`src/hw/tppwm_defines.svh`:
```
// Constants of the three-phase PWM timer: offsets, field positions, resets.
// Assumes inclusion wherever these constants are used.
`ifndef TPPWM_DEFINES_SVH
`define TPPWM_DEFINES_SVH

// **********
// Register offsets on the 4-bit parallel address.
// **********
`define TPPWM_ADDR_PERIOD   4'h0
`define TPPWM_ADDR_DUTY1    4'h1
`define TPPWM_ADDR_DUTY2    4'h2
`define TPPWM_ADDR_DUTY3    4'h3
`define TPPWM_ADDR_DEAD     4'h4
`define TPPWM_ADDR_MINP     4'h5
`define TPPWM_ADDR_STATUS   4'h6
`define TPPWM_ADDR_COUNT    4'h7

// **********
// Widths, reset values and timing counts.
// **********
`define TPPWM_CNT_W         12
`define TPPWM_SET_W         7
`define TPPWM_PERIOD_RST    12'h000
`define TPPWM_DUTY_RST      12'h000
`define TPPWM_SET_RST       7'h00
`define TPPWM_LEAD_CLKS     12'h003
`define TPPWM_PERIOD_MIN    12'h002

// **********
// Status register field positions.
// **********
`define TPPWM_ST_WRITTEN_LO 0
`define TPPWM_ST_RUNNING    3
`define TPPWM_ST_DOWN       4
`define TPPWM_ST_STOP       5

`endif

```
`src/hw/tppwm_pkg.sv`:
```
// Types shared by the three-phase PWM timer modules.
// Assumes the defines header sits in the include path.
`include "tppwm_defines.svh"

package tppwm_pkg;

  // Count direction of the centre-based up/down counter.
  typedef enum logic {
    TPPWM_UP,
    TPPWM_DOWN
  } tppwm_dir_t;

  // A 12-bit count value.
  typedef logic [`TPPWM_CNT_W-1:0] tppwm_cnt_t;

endpackage : tppwm_pkg

```
`src/hw/tppwm_leg.sv`:
```
// One inverter leg: deadtime insertion and active-low output stage.
// Assumes controls synchronous to core_clk.
`timescale 1ns/100ps

module tppwm_leg
  import tppwm_pkg::*;
#(
  parameter int DT_W = `TPPWM_SET_W
) (
  // Clock and reset.
  input  wire logic            core_clk,
  input  wire logic            rst,
  // Control.
  input  wire logic            ideal_on,
  input  wire logic            enable,
  input  wire logic            stop,
  input  wire logic [DT_W-1:0] dead_clks,
  // Gate drive, active low.
  output logic                 main_out_n,
  output logic                 comp_out_n
);

  logic            prev_reg;
  logic            prev_next;
  logic [DT_W-1:0] age_reg;
  logic [DT_W-1:0] age_next;
  logic            main_reg;
  logic            main_next;
  logic            comp_reg;
  logic            comp_next;
  logic            settled;
  logic            main_on;
  logic            comp_on;

  // Age counts clocks since the ideal signal last changed, saturating.
  always_comb begin
    prev_next = ideal_on;
    if (ideal_on != prev_reg) begin
      age_next = {{(DT_W-1){1'b0}}, 1'b1};
    end else if (age_reg != {DT_W{1'b1}}) begin
      age_next = age_reg + 1'b1;
    end else begin
      age_next = age_reg;
    end
    // The change clock counts as age zero, so a switch waits the full
    // deadtime after its partner turns off and a leg never shorts.
    settled = (ideal_on == prev_reg) ? (age_reg >= dead_clks)
                                     : (dead_clks == '0);
    main_on = ideal_on && settled;                    // see RULE_09
    comp_on = !ideal_on && settled;
    // Shutdown wins over everything and acts on the next edge.
    if (stop || !enable) begin                        // see RULE_13
      main_next = 1'b1;
      comp_next = 1'b1;
    end else begin
      main_next = !main_on;                           // see RULE_03
      comp_next = !comp_on;
    end
  end

  // State registers; outputs rest high (off) in reset.
  always_ff @(posedge core_clk) begin
    if (rst) begin
      prev_reg <= 1'b0;
      age_reg  <= '0;
      main_reg <= 1'b1;                               // see RULE_18
      comp_reg <= 1'b1;                               // see RULE_18
    end else begin
      prev_reg <= prev_next;
      age_reg  <= age_next;
      main_reg <= main_next;
      comp_reg <= comp_next;
    end
  end

  assign main_out_n = main_reg;
  assign comp_out_n = comp_reg;

endmodule : tppwm_leg

```
`src/hw/tppwm_timer.sv`:
```
// Three-phase centre-based PWM timer with its parallel register port.
// Assumes inputs synchronous to core_clk; data pins resolved outside.
//
// Notes on behaviour
// RULE_01: Edges are timed by a 12-bit counter stepping once per clock.
// RULE_02: Three centred duty signals each get a complement, six outputs.
// RULE_03: All six outputs are active low; high means switch off.
// RULE_04: Cycle length in clocks comes from the period register.
// RULE_05: Each leg is on for its duty value in clocks per cycle.
// RULE_06: A one-clock sync pulse marks the start of every cycle; the code pulses only on cycles that run (running_next set).
// RULE_07: Host writes all three duties at least four clocks before start.
// RULE_08: New duties apply only after all three are rewritten.
// RULE_09: Deadtime separates each output edge from its complement edge.
// RULE_10: Deadtime setting is 7 bits, LSB forced zero, 0 to 126 clocks.
// RULE_11: Minimum-pulse setting is 7 bits, threshold of 0 to 127 clocks.
// RULE_12: Shorter pulses are deleted: main off, complement on all cycle.
// RULE_13: Shutdown high forces all outputs high within one clock.
// RULE_14: Shutdown low resumes normal outputs within one clock.
// RULE_15: Unused shutdown input must be held low by the system.
// RULE_16: The timer runs alone, coupled to no other unit.
// RULE_17: An up/down counter centres each on-time in the cycle.
// RULE_18: Outputs stay high in reset and until duties are loaded.
`timescale 1ns/100ps

module tppwm_timer
  import tppwm_pkg::*;
#(
  parameter int CNT_W = `TPPWM_CNT_W
) (
  // Clock and reset.
  input  wire logic             core_clk,
  input  wire logic             rst,
  // Parallel register port.
  input  wire logic             cs_n,
  input  wire logic             rd_n,
  input  wire logic             wr_n,
  input  wire logic [3:0]       addr,
  input  wire logic [CNT_W-1:0] data_in,
  output logic      [CNT_W-1:0] data_out,
  output logic                  data_oe_n,
  // External shutdown.
  input  wire logic             shutdown_in,
  // Gate drive outputs, active low.
  output logic                  leg1_out_n,
  output logic                  leg1_complement_out_n,
  output logic                  leg2_out_n,
  output logic                  leg2_complement_out_n,
  output logic                  leg3_out_n,
  output logic                  leg3_complement_out_n,
  // Cycle marker.
  output logic                  cycle_sync_pulse
);

  // **********
  // Helpers.
  // **********

  // Thresholds for one leg: the on-time is split into an up-phase share
  // (the larger half) and a down-phase share, so the pulse sits centred.
  function automatic logic [2*CNT_W-1:0] leg_thr(
    input logic [CNT_W-1:0] duty,
    input logic [CNT_W-1:0] up_len,
    input logic [CNT_W-1:0] dn_len
  );
    logic [CNT_W-1:0] on_up;
    logic [CNT_W-1:0] on_dn;
    logic [CNT_W-1:0] t_up;
    logic [CNT_W-1:0] t_dn;
    on_up = (duty >> 1) + {{(CNT_W-1){1'b0}}, duty[0]};
    on_dn = duty - on_up;
    t_up  = (on_up >= up_len) ? '0 : up_len - on_up;  // see RULE_17
    t_dn  = (on_dn >= dn_len) ? '0 : dn_len - on_dn;  // see RULE_17
    return {t_up, t_dn};
  endfunction : leg_thr

  // **********
  // Registers written by the host.
  // **********

  logic [CNT_W-1:0]         period_reg;
  logic [CNT_W-1:0]         period_next;
  logic [CNT_W-1:0]         duty_reg [3];
  logic [CNT_W-1:0]         duty_next [3];
  logic [`TPPWM_SET_W-1:0]  deadtime_setting_reg;
  logic [`TPPWM_SET_W-1:0]  deadtime_setting_next;
  logic [`TPPWM_SET_W-1:0]  minimum_pulse_setting_reg;
  logic [`TPPWM_SET_W-1:0]  minimum_pulse_setting_next;
  logic [2:0]               written_reg;
  logic [2:0]               written_next;
  logic [CNT_W-1:0]         data_out_reg;
  logic [CNT_W-1:0]         data_out_next;
  logic                     oe_n_reg;
  logic                     oe_n_next;
  logic                     wr_hit;
  logic                     rd_hit;
  logic                     take_duty;

  // **********
  // Counter and per-cycle state.
  // **********

  tppwm_dir_t               dir_reg;
  tppwm_dir_t               dir_next;
  logic [CNT_W-1:0]         cnt_reg;
  logic [CNT_W-1:0]         cnt_next;
  logic [CNT_W-1:0]         up_len_reg;
  logic [CNT_W-1:0]         up_len_next;
  logic [CNT_W-1:0]         dn_len_reg;
  logic [CNT_W-1:0]         dn_len_next;
  logic [CNT_W-1:0]         stage_reg [3];
  logic [CNT_W-1:0]         stage_next [3];
  logic                     staged_reg;
  logic                     staged_next;
  logic [CNT_W-1:0]         thr_up_reg [3];
  logic [CNT_W-1:0]         thr_up_next [3];
  logic [CNT_W-1:0]         thr_dn_reg [3];
  logic [CNT_W-1:0]         thr_dn_next [3];
  logic [2:0]               del_reg;
  logic [2:0]               del_next;
  logic                     running_reg;
  logic                     running_next;
  logic                     sync_reg;
  logic                     sync_next;
  logic                     wrap;
  logic                     latch_pt;
  logic [CNT_W-1:0]         lead_idx;
  logic [CNT_W-1:0]         new_up;
  logic [CNT_W-1:0]         new_dn;
  logic [2*CNT_W-1:0]       thr_pair;
  logic [2:0]               ideal;
  logic [`TPPWM_SET_W-1:0]  dead_clks;

  // **********
  // Register port.
  // **********

  // Bus decode; a write is taken on every clock cs_n and wr_n are both low.
  always_comb begin
    wr_hit = !cs_n && !wr_n;
    rd_hit = !cs_n && !rd_n;
    period_next                = period_reg;
    duty_next                  = duty_reg;
    deadtime_setting_next      = deadtime_setting_reg;
    minimum_pulse_setting_next = minimum_pulse_setting_reg;
    written_next               = take_duty ? 3'h0 : written_reg;
    if (wr_hit) begin
      if (addr == `TPPWM_ADDR_PERIOD) begin
        period_next = data_in;                          // see RULE_04
      end else if (addr == `TPPWM_ADDR_DUTY1) begin
        duty_next[0]    = data_in;
        written_next[0] = 1'b1;                         // see RULE_08
      end else if (addr == `TPPWM_ADDR_DUTY2) begin
        duty_next[1]    = data_in;
        written_next[1] = 1'b1;                         // see RULE_08
      end else if (addr == `TPPWM_ADDR_DUTY3) begin
        duty_next[2]    = data_in;
        written_next[2] = 1'b1;                         // see RULE_08
      end else if (addr == `TPPWM_ADDR_DEAD) begin
        deadtime_setting_next = data_in[`TPPWM_SET_W-1:0];  // see RULE_10
      end else if (addr == `TPPWM_ADDR_MINP) begin
        minimum_pulse_setting_next = data_in[`TPPWM_SET_W-1:0]; // see RULE_11
      end
    end
    // Read data is registered, so it appears one clock after the strobe.
    oe_n_next     = !rd_hit;
    data_out_next = '0;
    if (addr == `TPPWM_ADDR_PERIOD) begin
      data_out_next = period_reg;
    end else if (addr == `TPPWM_ADDR_DUTY1) begin
      data_out_next = duty_reg[0];
    end else if (addr == `TPPWM_ADDR_DUTY2) begin
      data_out_next = duty_reg[1];
    end else if (addr == `TPPWM_ADDR_DUTY3) begin
      data_out_next = duty_reg[2];
    end else if (addr == `TPPWM_ADDR_DEAD) begin
      data_out_next = {5'h00, deadtime_setting_reg[`TPPWM_SET_W-1:1], 1'b0};
    end else if (addr == `TPPWM_ADDR_MINP) begin
      data_out_next = {5'h00, minimum_pulse_setting_reg};
    end else if (addr == `TPPWM_ADDR_STATUS) begin
      data_out_next[`TPPWM_ST_WRITTEN_LO +: 3] = written_reg;
      data_out_next[`TPPWM_ST_RUNNING]         = running_reg;
      data_out_next[`TPPWM_ST_DOWN]            = (dir_reg == TPPWM_DOWN);
      data_out_next[`TPPWM_ST_STOP]            = shutdown_in;
    end else if (addr == `TPPWM_ADDR_COUNT) begin
      data_out_next = cnt_reg;
    end
  end

  // Register port state.
  always_ff @(posedge core_clk) begin
    if (rst) begin
      period_reg                <= `TPPWM_PERIOD_RST;
      duty_reg                  <= '{default: `TPPWM_DUTY_RST};
      deadtime_setting_reg      <= `TPPWM_SET_RST;
      minimum_pulse_setting_reg <= `TPPWM_SET_RST;
      written_reg               <= 3'h0;
      data_out_reg              <= '0;
      oe_n_reg                  <= 1'b1;
    end else begin
      period_reg                <= period_next;
      duty_reg                  <= duty_next;
      deadtime_setting_reg      <= deadtime_setting_next;
      minimum_pulse_setting_reg <= minimum_pulse_setting_next;
      written_reg               <= written_next;
      data_out_reg              <= data_out_next;
      oe_n_reg                  <= oe_n_next;
    end
  end

  // **********
  // Centre-based counter and cycle update.
  // **********

  // The counter runs up through the first half of the cycle and back
  // down through the second; nothing outside the timer steers it.
  always_comb begin
    new_up   = (period_reg >> 1) + {{(CNT_W-1){1'b0}}, period_reg[0]};
    new_dn   = period_reg - new_up;
    wrap     = (dir_reg == TPPWM_DOWN) && (cnt_reg == '0); // see RULE_16
    lead_idx = (dn_len_reg > `TPPWM_LEAD_CLKS) ? `TPPWM_LEAD_CLKS
                                               : dn_len_reg - 1'b1;
    latch_pt = (dir_reg == TPPWM_DOWN) && (cnt_reg == lead_idx);
    // Duties are taken four clocks ahead of the start, and only as a set.
    take_duty   = latch_pt && (written_reg == 3'h7);    // see RULE_08
    stage_next  = take_duty ? duty_reg : stage_reg;
    staged_next = staged_reg || take_duty;
    dir_next    = dir_reg;
    cnt_next    = cnt_reg;
    up_len_next = up_len_reg;
    dn_len_next = dn_len_reg;
    thr_up_next = thr_up_reg;
    thr_dn_next = thr_dn_reg;
    del_next    = del_reg;
    running_next = running_reg;
    if (wrap) begin
      // Period applies from the new cycle; too short a period idles.
      up_len_next  = new_up;                            // see RULE_04
      dn_len_next  = new_dn;
      dir_next     = TPPWM_UP;
      cnt_next     = '0;
      running_next = staged_reg
                     && (period_reg >= `TPPWM_PERIOD_MIN); // see RULE_18
      for (int i = 0; i < 3; i++) begin
        thr_pair       = leg_thr(stage_reg[i], new_up, new_dn);
        thr_up_next[i] = thr_pair[2*CNT_W-1:CNT_W];     // see RULE_05
        thr_dn_next[i] = thr_pair[CNT_W-1:0];
        del_next[i]    = (stage_reg[i] <
                          {5'h00, minimum_pulse_setting_reg}); // see RULE_12
      end
    end else if (dir_reg == TPPWM_UP) begin
      if (cnt_reg + 1'b1 >= up_len_reg) begin
        dir_next = TPPWM_DOWN;
        cnt_next = dn_len_reg - 1'b1;
      end else begin
        cnt_next = cnt_reg + 1'b1;                      // see RULE_01
      end
    end else begin
      cnt_next = cnt_reg - 1'b1;                        // see RULE_17
    end
    thr_pair = '0;
    sync_next = wrap && running_next;                   // see RULE_06
  end

  // Counter state; reset parks at the end of a cycle so one starts next.
  always_ff @(posedge core_clk) begin
    if (rst) begin
      dir_reg     <= TPPWM_DOWN;
      cnt_reg     <= '0;
      up_len_reg  <= '0;
      dn_len_reg  <= '0;
      stage_reg   <= '{default: '0};
      staged_reg  <= 1'b0;
      thr_up_reg  <= '{default: '0};
      thr_dn_reg  <= '{default: '0};
      del_reg     <= 3'h7;
      running_reg <= 1'b0;
      sync_reg    <= 1'b0;
    end else begin
      dir_reg     <= dir_next;
      cnt_reg     <= cnt_next;
      up_len_reg  <= up_len_next;
      dn_len_reg  <= dn_len_next;
      stage_reg   <= stage_next;
      staged_reg  <= staged_next;
      thr_up_reg  <= thr_up_next;
      thr_dn_reg  <= thr_dn_next;
      del_reg     <= del_next;
      running_reg <= running_next;
      sync_reg    <= sync_next;
    end
  end

  // **********
  // Leg outputs.
  // **********

  // Ideal leg signals: on inside the centred window, never when deleted.
  always_comb begin
    for (int i = 0; i < 3; i++) begin
      if (del_reg[i] || !running_reg) begin
        ideal[i] = 1'b0;                                // see RULE_12
      end else if (dir_reg == TPPWM_UP) begin
        ideal[i] = (cnt_reg >= thr_up_reg[i]);          // see RULE_17
      end else begin
        ideal[i] = (cnt_reg >= thr_dn_reg[i]);          // see RULE_17
      end
    end
    dead_clks = {deadtime_setting_reg[`TPPWM_SET_W-1:1], 1'b0}; // see RULE_10
  end

  // Each leg yields a main output and its complement.
  tppwm_leg u_leg1 (                                    // see RULE_02
    .core_clk(core_clk), .rst(rst), .ideal_on(ideal[0]),
    .enable(running_reg), .stop(shutdown_in),           // see RULE_14
    .dead_clks(dead_clks), .main_out_n(leg1_out_n),
    .comp_out_n(leg1_complement_out_n)
  );

  tppwm_leg u_leg2 (
    .core_clk(core_clk), .rst(rst), .ideal_on(ideal[1]),
    .enable(running_reg), .stop(shutdown_in), .dead_clks(dead_clks),
    .main_out_n(leg2_out_n), .comp_out_n(leg2_complement_out_n)
  );

  tppwm_leg u_leg3 (
    .core_clk(core_clk), .rst(rst), .ideal_on(ideal[2]),
    .enable(running_reg), .stop(shutdown_in), .dead_clks(dead_clks),
    .main_out_n(leg3_out_n), .comp_out_n(leg3_complement_out_n)
  );

  assign data_out         = data_out_reg;
  assign data_oe_n        = oe_n_reg;
  assign cycle_sync_pulse = sync_reg;

endmodule : tppwm_timer

```
`config.mk`:
```
export PLATFORM = sky130hd
export DESIGN_NAME = tppwm_timer
export DESIGN_NICKNAME = d
export VERILOG_FILES = /design/src/hw/tppwm_pkg.sv /design/src/hw/tppwm_leg.sv /design/src/hw/tppwm_timer.sv
export VERILOG_INCLUDE_DIRS = /design/src /design/src/hw
export SDC_FILE = /design/constraint.sdc
export NUM_CORES = 1
export LEC_CHECK = 0
export ABC_AREA = 1
export BUFFER_PORTS_ARGS = -buffer_cell sky130_fd_sc_hd__clkbuf_2
export CAP_MARGIN = 20
export CORE_ASPECT_RATIO = 1.75
export CORE_MARGIN = 5
export CORE_UTILIZATION = 52
export CTS_CLUSTER_DIAMETER = 30
export DETAILED_ROUTE_END_ITERATION = 6
export GPL_ROUTABILITY_DRIVEN = 0
export GPL_TIMING_DRIVEN = 1
export PLACE_DENSITY = 0.68
export SETUP_SLACK_MARGIN = 0.3
export SLEW_MARGIN = 20
export SYNTH_ARGS = -nofsm -noshare
export SYNTH_HDL_FRONTEND = slang
export SYNTH_HIERARCHICAL = 1
export SYNTH_SLANG_ARGS = --single-unit
```
`constraint.sdc`:
```
create_clock -name core_clk -period 12.3 [get_ports core_clk]
set_input_delay 0.615 -clock core_clk [delete_from_list [all_inputs] [get_ports core_clk]]
set_output_delay 0.615 -clock core_clk [all_outputs]
set_load 0.005 [all_outputs]
```
==> summary by stage <==
Global route
The pin count of the biggest net entering global routing is 81. The first global-routing pass estimated 111,000 um of wire. The initial antenna violation count is 0. The via count of the first global-routing pass is ~21,000. In the global route stage, overall resource usage came out at approximately 32%. After global routing the overflow that remains totals 0.

Detailed routing
The number of antenna-violating nets in the routed design is 0. The pre-antenna-repair detailed-routing pass consisted of 7 iterations. The final layout contains routed wiring with a total length of between 70,000 and 80,000 um. In the final routed layout, each cell accounts on average for 19.26 um. The post-route DRC violation count is 2. Dividing the detail-routed via count by the number of cells gives 5.687.

The number of DRC violations after detailed-routing iteration 0 is 1,580. The detailed-route via count is around 22,000.

Cells and area
The area of combinational cells with multiple inputs is roughly 13,000 um2. The fraction of final layout cells sized beyond drive strength 1 is between 6 and 7%. With fillers left out, the area of the finished cells amounts to between 20,000 and 25,000 um2.

The fraction of the core area covered by cells at the end of the flow is 58.01%. The diode insertion count for antenna repair is 0. The final non-filler cell total is 3,784. The area growth from synthesis to layout is 10.36%. The filler cell count in the final layout is roughly 3,800.

The register cell area after layout is slightly above 5000 um2. The number of nets in the layout is ~3,500.

Min path
The class of the most critical hold timing path is input pin to flop. The worst hold path passes through 3 cells. The worst hold path terminates at data_oe_n. The startpoint identified for the worst hold timing path is rd_n.

Timing
Setup repair after global routing left no endpoint under its margin. At the pin with the least slew margin, the transition time is between 1 and 1.5 ns. The final-report hold violation count is 0. Dividing the final minimum period by the clock period gives between 40% and 50%. The clock period minus final worst setup slack is 5.422 ns.

The total count of max-transition violations in the final report is 0. The count of final setup violators is 0. The total negative slack is 0 ns. The maximum clock frequency is about 0.18 GHz. The worst pin sits at a relative slew slack of 26.08%.

Clock skew on the completed layout was measured at 0.03013 ns.

Clock tree
In this run the clock root is driven by a sky130_fd_sc_hd__clkbuf_16. The number of clock buffers inserted by TritonCTS is 46. The clock passes through at most 3 buffers. The number of clock sinks is 258. The number of hold buffers added after CTS was 0. Clock-pin slew was measured on the worst setup and hold paths at approximately 0.060 ns.

Gates resized during post-CTS repair numbered 0. The H-tree was split into 2 levels. For the worst-skew pair, the clock arrives at the later sink with an insertion delay of 0.57 ns. The post-CTS setup repair buffer count is 0. The CTS tree is done.

Floorplanning
The die boundary height is 273.2 um. The core area is 39,160 um2. Row generation in the floorplan step produced 96 rows. The I/O pin total is 42. The die covers 43,820 um2. The die is 160.4 um wide. The effective utilization at floorplan is 52.56%.

Worst setup path
The startpoint of the worst-slack reg-to-reg timing path is period_reg[1]. The data required time of the worst path is 12.71 ns. The critical path in this run is classified as flop to flop.

For the worst flop-to-flop path, the logic depth is 22. The worst setup slack for register-to-register paths is 6.88 ns. STA classifies the critical path endpoint as a flop. The endpoint identified for the worst register-to-register timing path is thr_dn_reg[10]. The endpoint arrival time on the critical path is 5.83 ns. Along the worst path, the maximum fanout reaches 11. The worst setup path is launched from a flop.

Synthesis
Of all cell types, the one taking the most synthesized area is sky130_fd_sc_hd__dfxtp_1. The synthesized flop and latch total is 258. The predominant post-synthesis flop cell is sky130_fd_sc_hd__dfxtp_1.

Synthesis instantiated between 50 and 60 different standard cells from the library. The async set-or-reset flop fraction in the synthesized netlist is 0%. The number of synthesis warnings is 6. In this run the cell area of the synthesized design comes to 20,580 um2. Averaged over all synthesized cells, the footprint is ~6.4 um2.

By area the synthesized netlist is led by sky130_fd_sc_hd__dfxtp_1 25%, sky130_fd_sc_hd__nand2_1 17%, sky130_fd_sc_hd__ha_1 12%. The sequential cell area fraction in the yosys report is 25.09%. Summed over its instances, the top area cell type makes up 25.09% of the synthesized netlist area. The number of cells produced by synthesis is 3,233. The synthesized design contains 0 enable-type register cells.

Outcome
The run finished, with violations left. The final reports fail on DRC.

Job
Across the run, the number of max-cap violations was 0.

Placement
In this run, placement finished with an instance count of 3,702. The count of buffers added on input and output ports is a little over 40. After detailed placement, the total cell area comes to 21,130 um2. The half-perimeter wire length after placement is 58,040 um.

Power and ir drop
Summed over all cells, the static leakage comes to 11.18 nW. Dividing total power by cell area gives a power density of 145.9 nW/um2. IR analysis of the VDD net gives a maximum drop of 0.1302 mV.
==> layout by cell type (no fill, tap or decap), drive strengths merged, types with 8 or more instances in the layout <==
master   instances
fa              10
nand2          938
o22ai           68
o21ai          174
xor2            71
nand3          216
a31oi           28
clkbuf          96
o2111ai          9
a21oi          183
o21bai          11
nand4           34
buf             13
xnor2           38
dfxtp          258
nor3            33
nor4             9
clkinv          14
ha             199
inv            465
a21boi           8
nor2           350
o21a             8
==> logic make-up after synthesis <==
logic type               share of synthesized area (%)
AO/OA/AOI/OAI                                    14.19
flip-flops                                       25.09
other                                          0.01822
adder cells (fa/ha/maj)                          13.07
AND/OR/NAND/NOR                                  32.65
XOR/XNOR                                         4.638
buffers and inverters                            10.34
==> per-stage QoR <==
| stage | hold WS [ns] | power (W) | worst slack, ns |
|---|---|---|---|
| 5_1_grt | 0.2563 | 0.003492 | 6.516 |
| 3_3_place_gp | 0.4383 | 0.001984 | 7.173 |
| 4_1_cts | 0.2203 | 0.003304 | 7.005 |
| 2_1_floorplan | 0.4258 | 0.001696 | 8.208 |
| 6_report | 0.2290 | 0.003313 | 6.878 |
| 3_5_place_dp | 0.4418 | 0.002014 | 7.029 |
==> metal layers <==
metal  share of wire [%]  vias to the layer above  track usage, %
li1                    -                    10530               -
met1                  35                     9777           32.95
met2                  47                      860           56.11
met3                 6.1                      358           4.912
met4                  11                        0           29.59
met5                   0                        -               0
==> final cells by class <==
cell class / instances / area share, %
well taps: 490 / 2.699
multi-input cells: 2438 / 58.61
inverters: 462 / 7.640
flip-flops and latches: 258 / 22.74
repair buffers: 54 / 1.333
clock buffers: 55 / 5.437
clock inverters: 27 / 1.548
==> worst max path at each step <==
stage	from	end	slack, ns	depth (start not counted)
final	period_reg[1]	thr_dn_reg[10]	6.88	22
after detailed placement	period_reg[1]	thr_dn_reg[10]	7.03	22
after floorplan	period_reg[1]	thr_dn_reg[11]	8.21	23
after global routing	period_reg[1]	thr_dn_reg[10]	6.52	22
after global placement	period_reg[1]	thr_dn_reg[10]	7.17	22
after CTS	period_reg[1]	thr_dn_reg[10]	7.01	22
==> power by group <==
group	switching, W	internal, W	total [W]
combinational	0.000688	0.000376	0.00106
sequential	0.0000836	0.000881	0.000965
clock	0.000472	0.000813	0.00129
total	0.00124	0.00207	0.00331
==> synthesized netlist by cell type (all sizes together) (8+ instances only) <==
cell / number
a21boi: 8
a21oi: 183
a31oi: 28
buf: 34
clkbuf: 46
dfxtp: 258
fa: 10
ha: 199
inv: 457
nand2: 938
nand3: 216
nand4: 34
nor2: 350
nor3: 33
nor4: 9
o2111ai: 9
o21a: 8
o21ai: 174
o21bai: 11
o22ai: 68
xnor2: 38
xor2: 71
==> worst max-delay path: stages (launching register included) <==
cell                       delay, ns
sky130_fd_sc_hd__dfxtp_1        0.52
sky130_fd_sc_hd__ha_1           0.26
sky130_fd_sc_hd__xor2_1         0.87
sky130_fd_sc_hd__inv_1          0.26
sky130_fd_sc_hd__ha_1           0.35
sky130_fd_sc_hd__inv_1          0.09
sky130_fd_sc_hd__nor2_1         0.04
sky130_fd_sc_hd__o21ai_0        0.15
sky130_fd_sc_hd__nand2_1        0.14
sky130_fd_sc_hd__nand3_1        0.11
sky130_fd_sc_hd__nand2_1        0.08
sky130_fd_sc_hd__xor2_1         0.42
sky130_fd_sc_hd__ha_1           0.38
sky130_fd_sc_hd__a21oi_1        0.16
sky130_fd_sc_hd__nand2_1        0.06
sky130_fd_sc_hd__a21oi_1        0.20
sky130_fd_sc_hd__o21ai_0        0.16
sky130_fd_sc_hd__a21boi_0       0.30
sky130_fd_sc_hd__o21ai_0        0.13
sky130_fd_sc_hd__nand2_1        0.30
sky130_fd_sc_hd__inv_1          0.11
sky130_fd_sc_hd__nand2_1        0.07
sky130_fd_sc_hd__o21ai_0        0.09
Note: power is estimated with default switching activity, not from simulation.
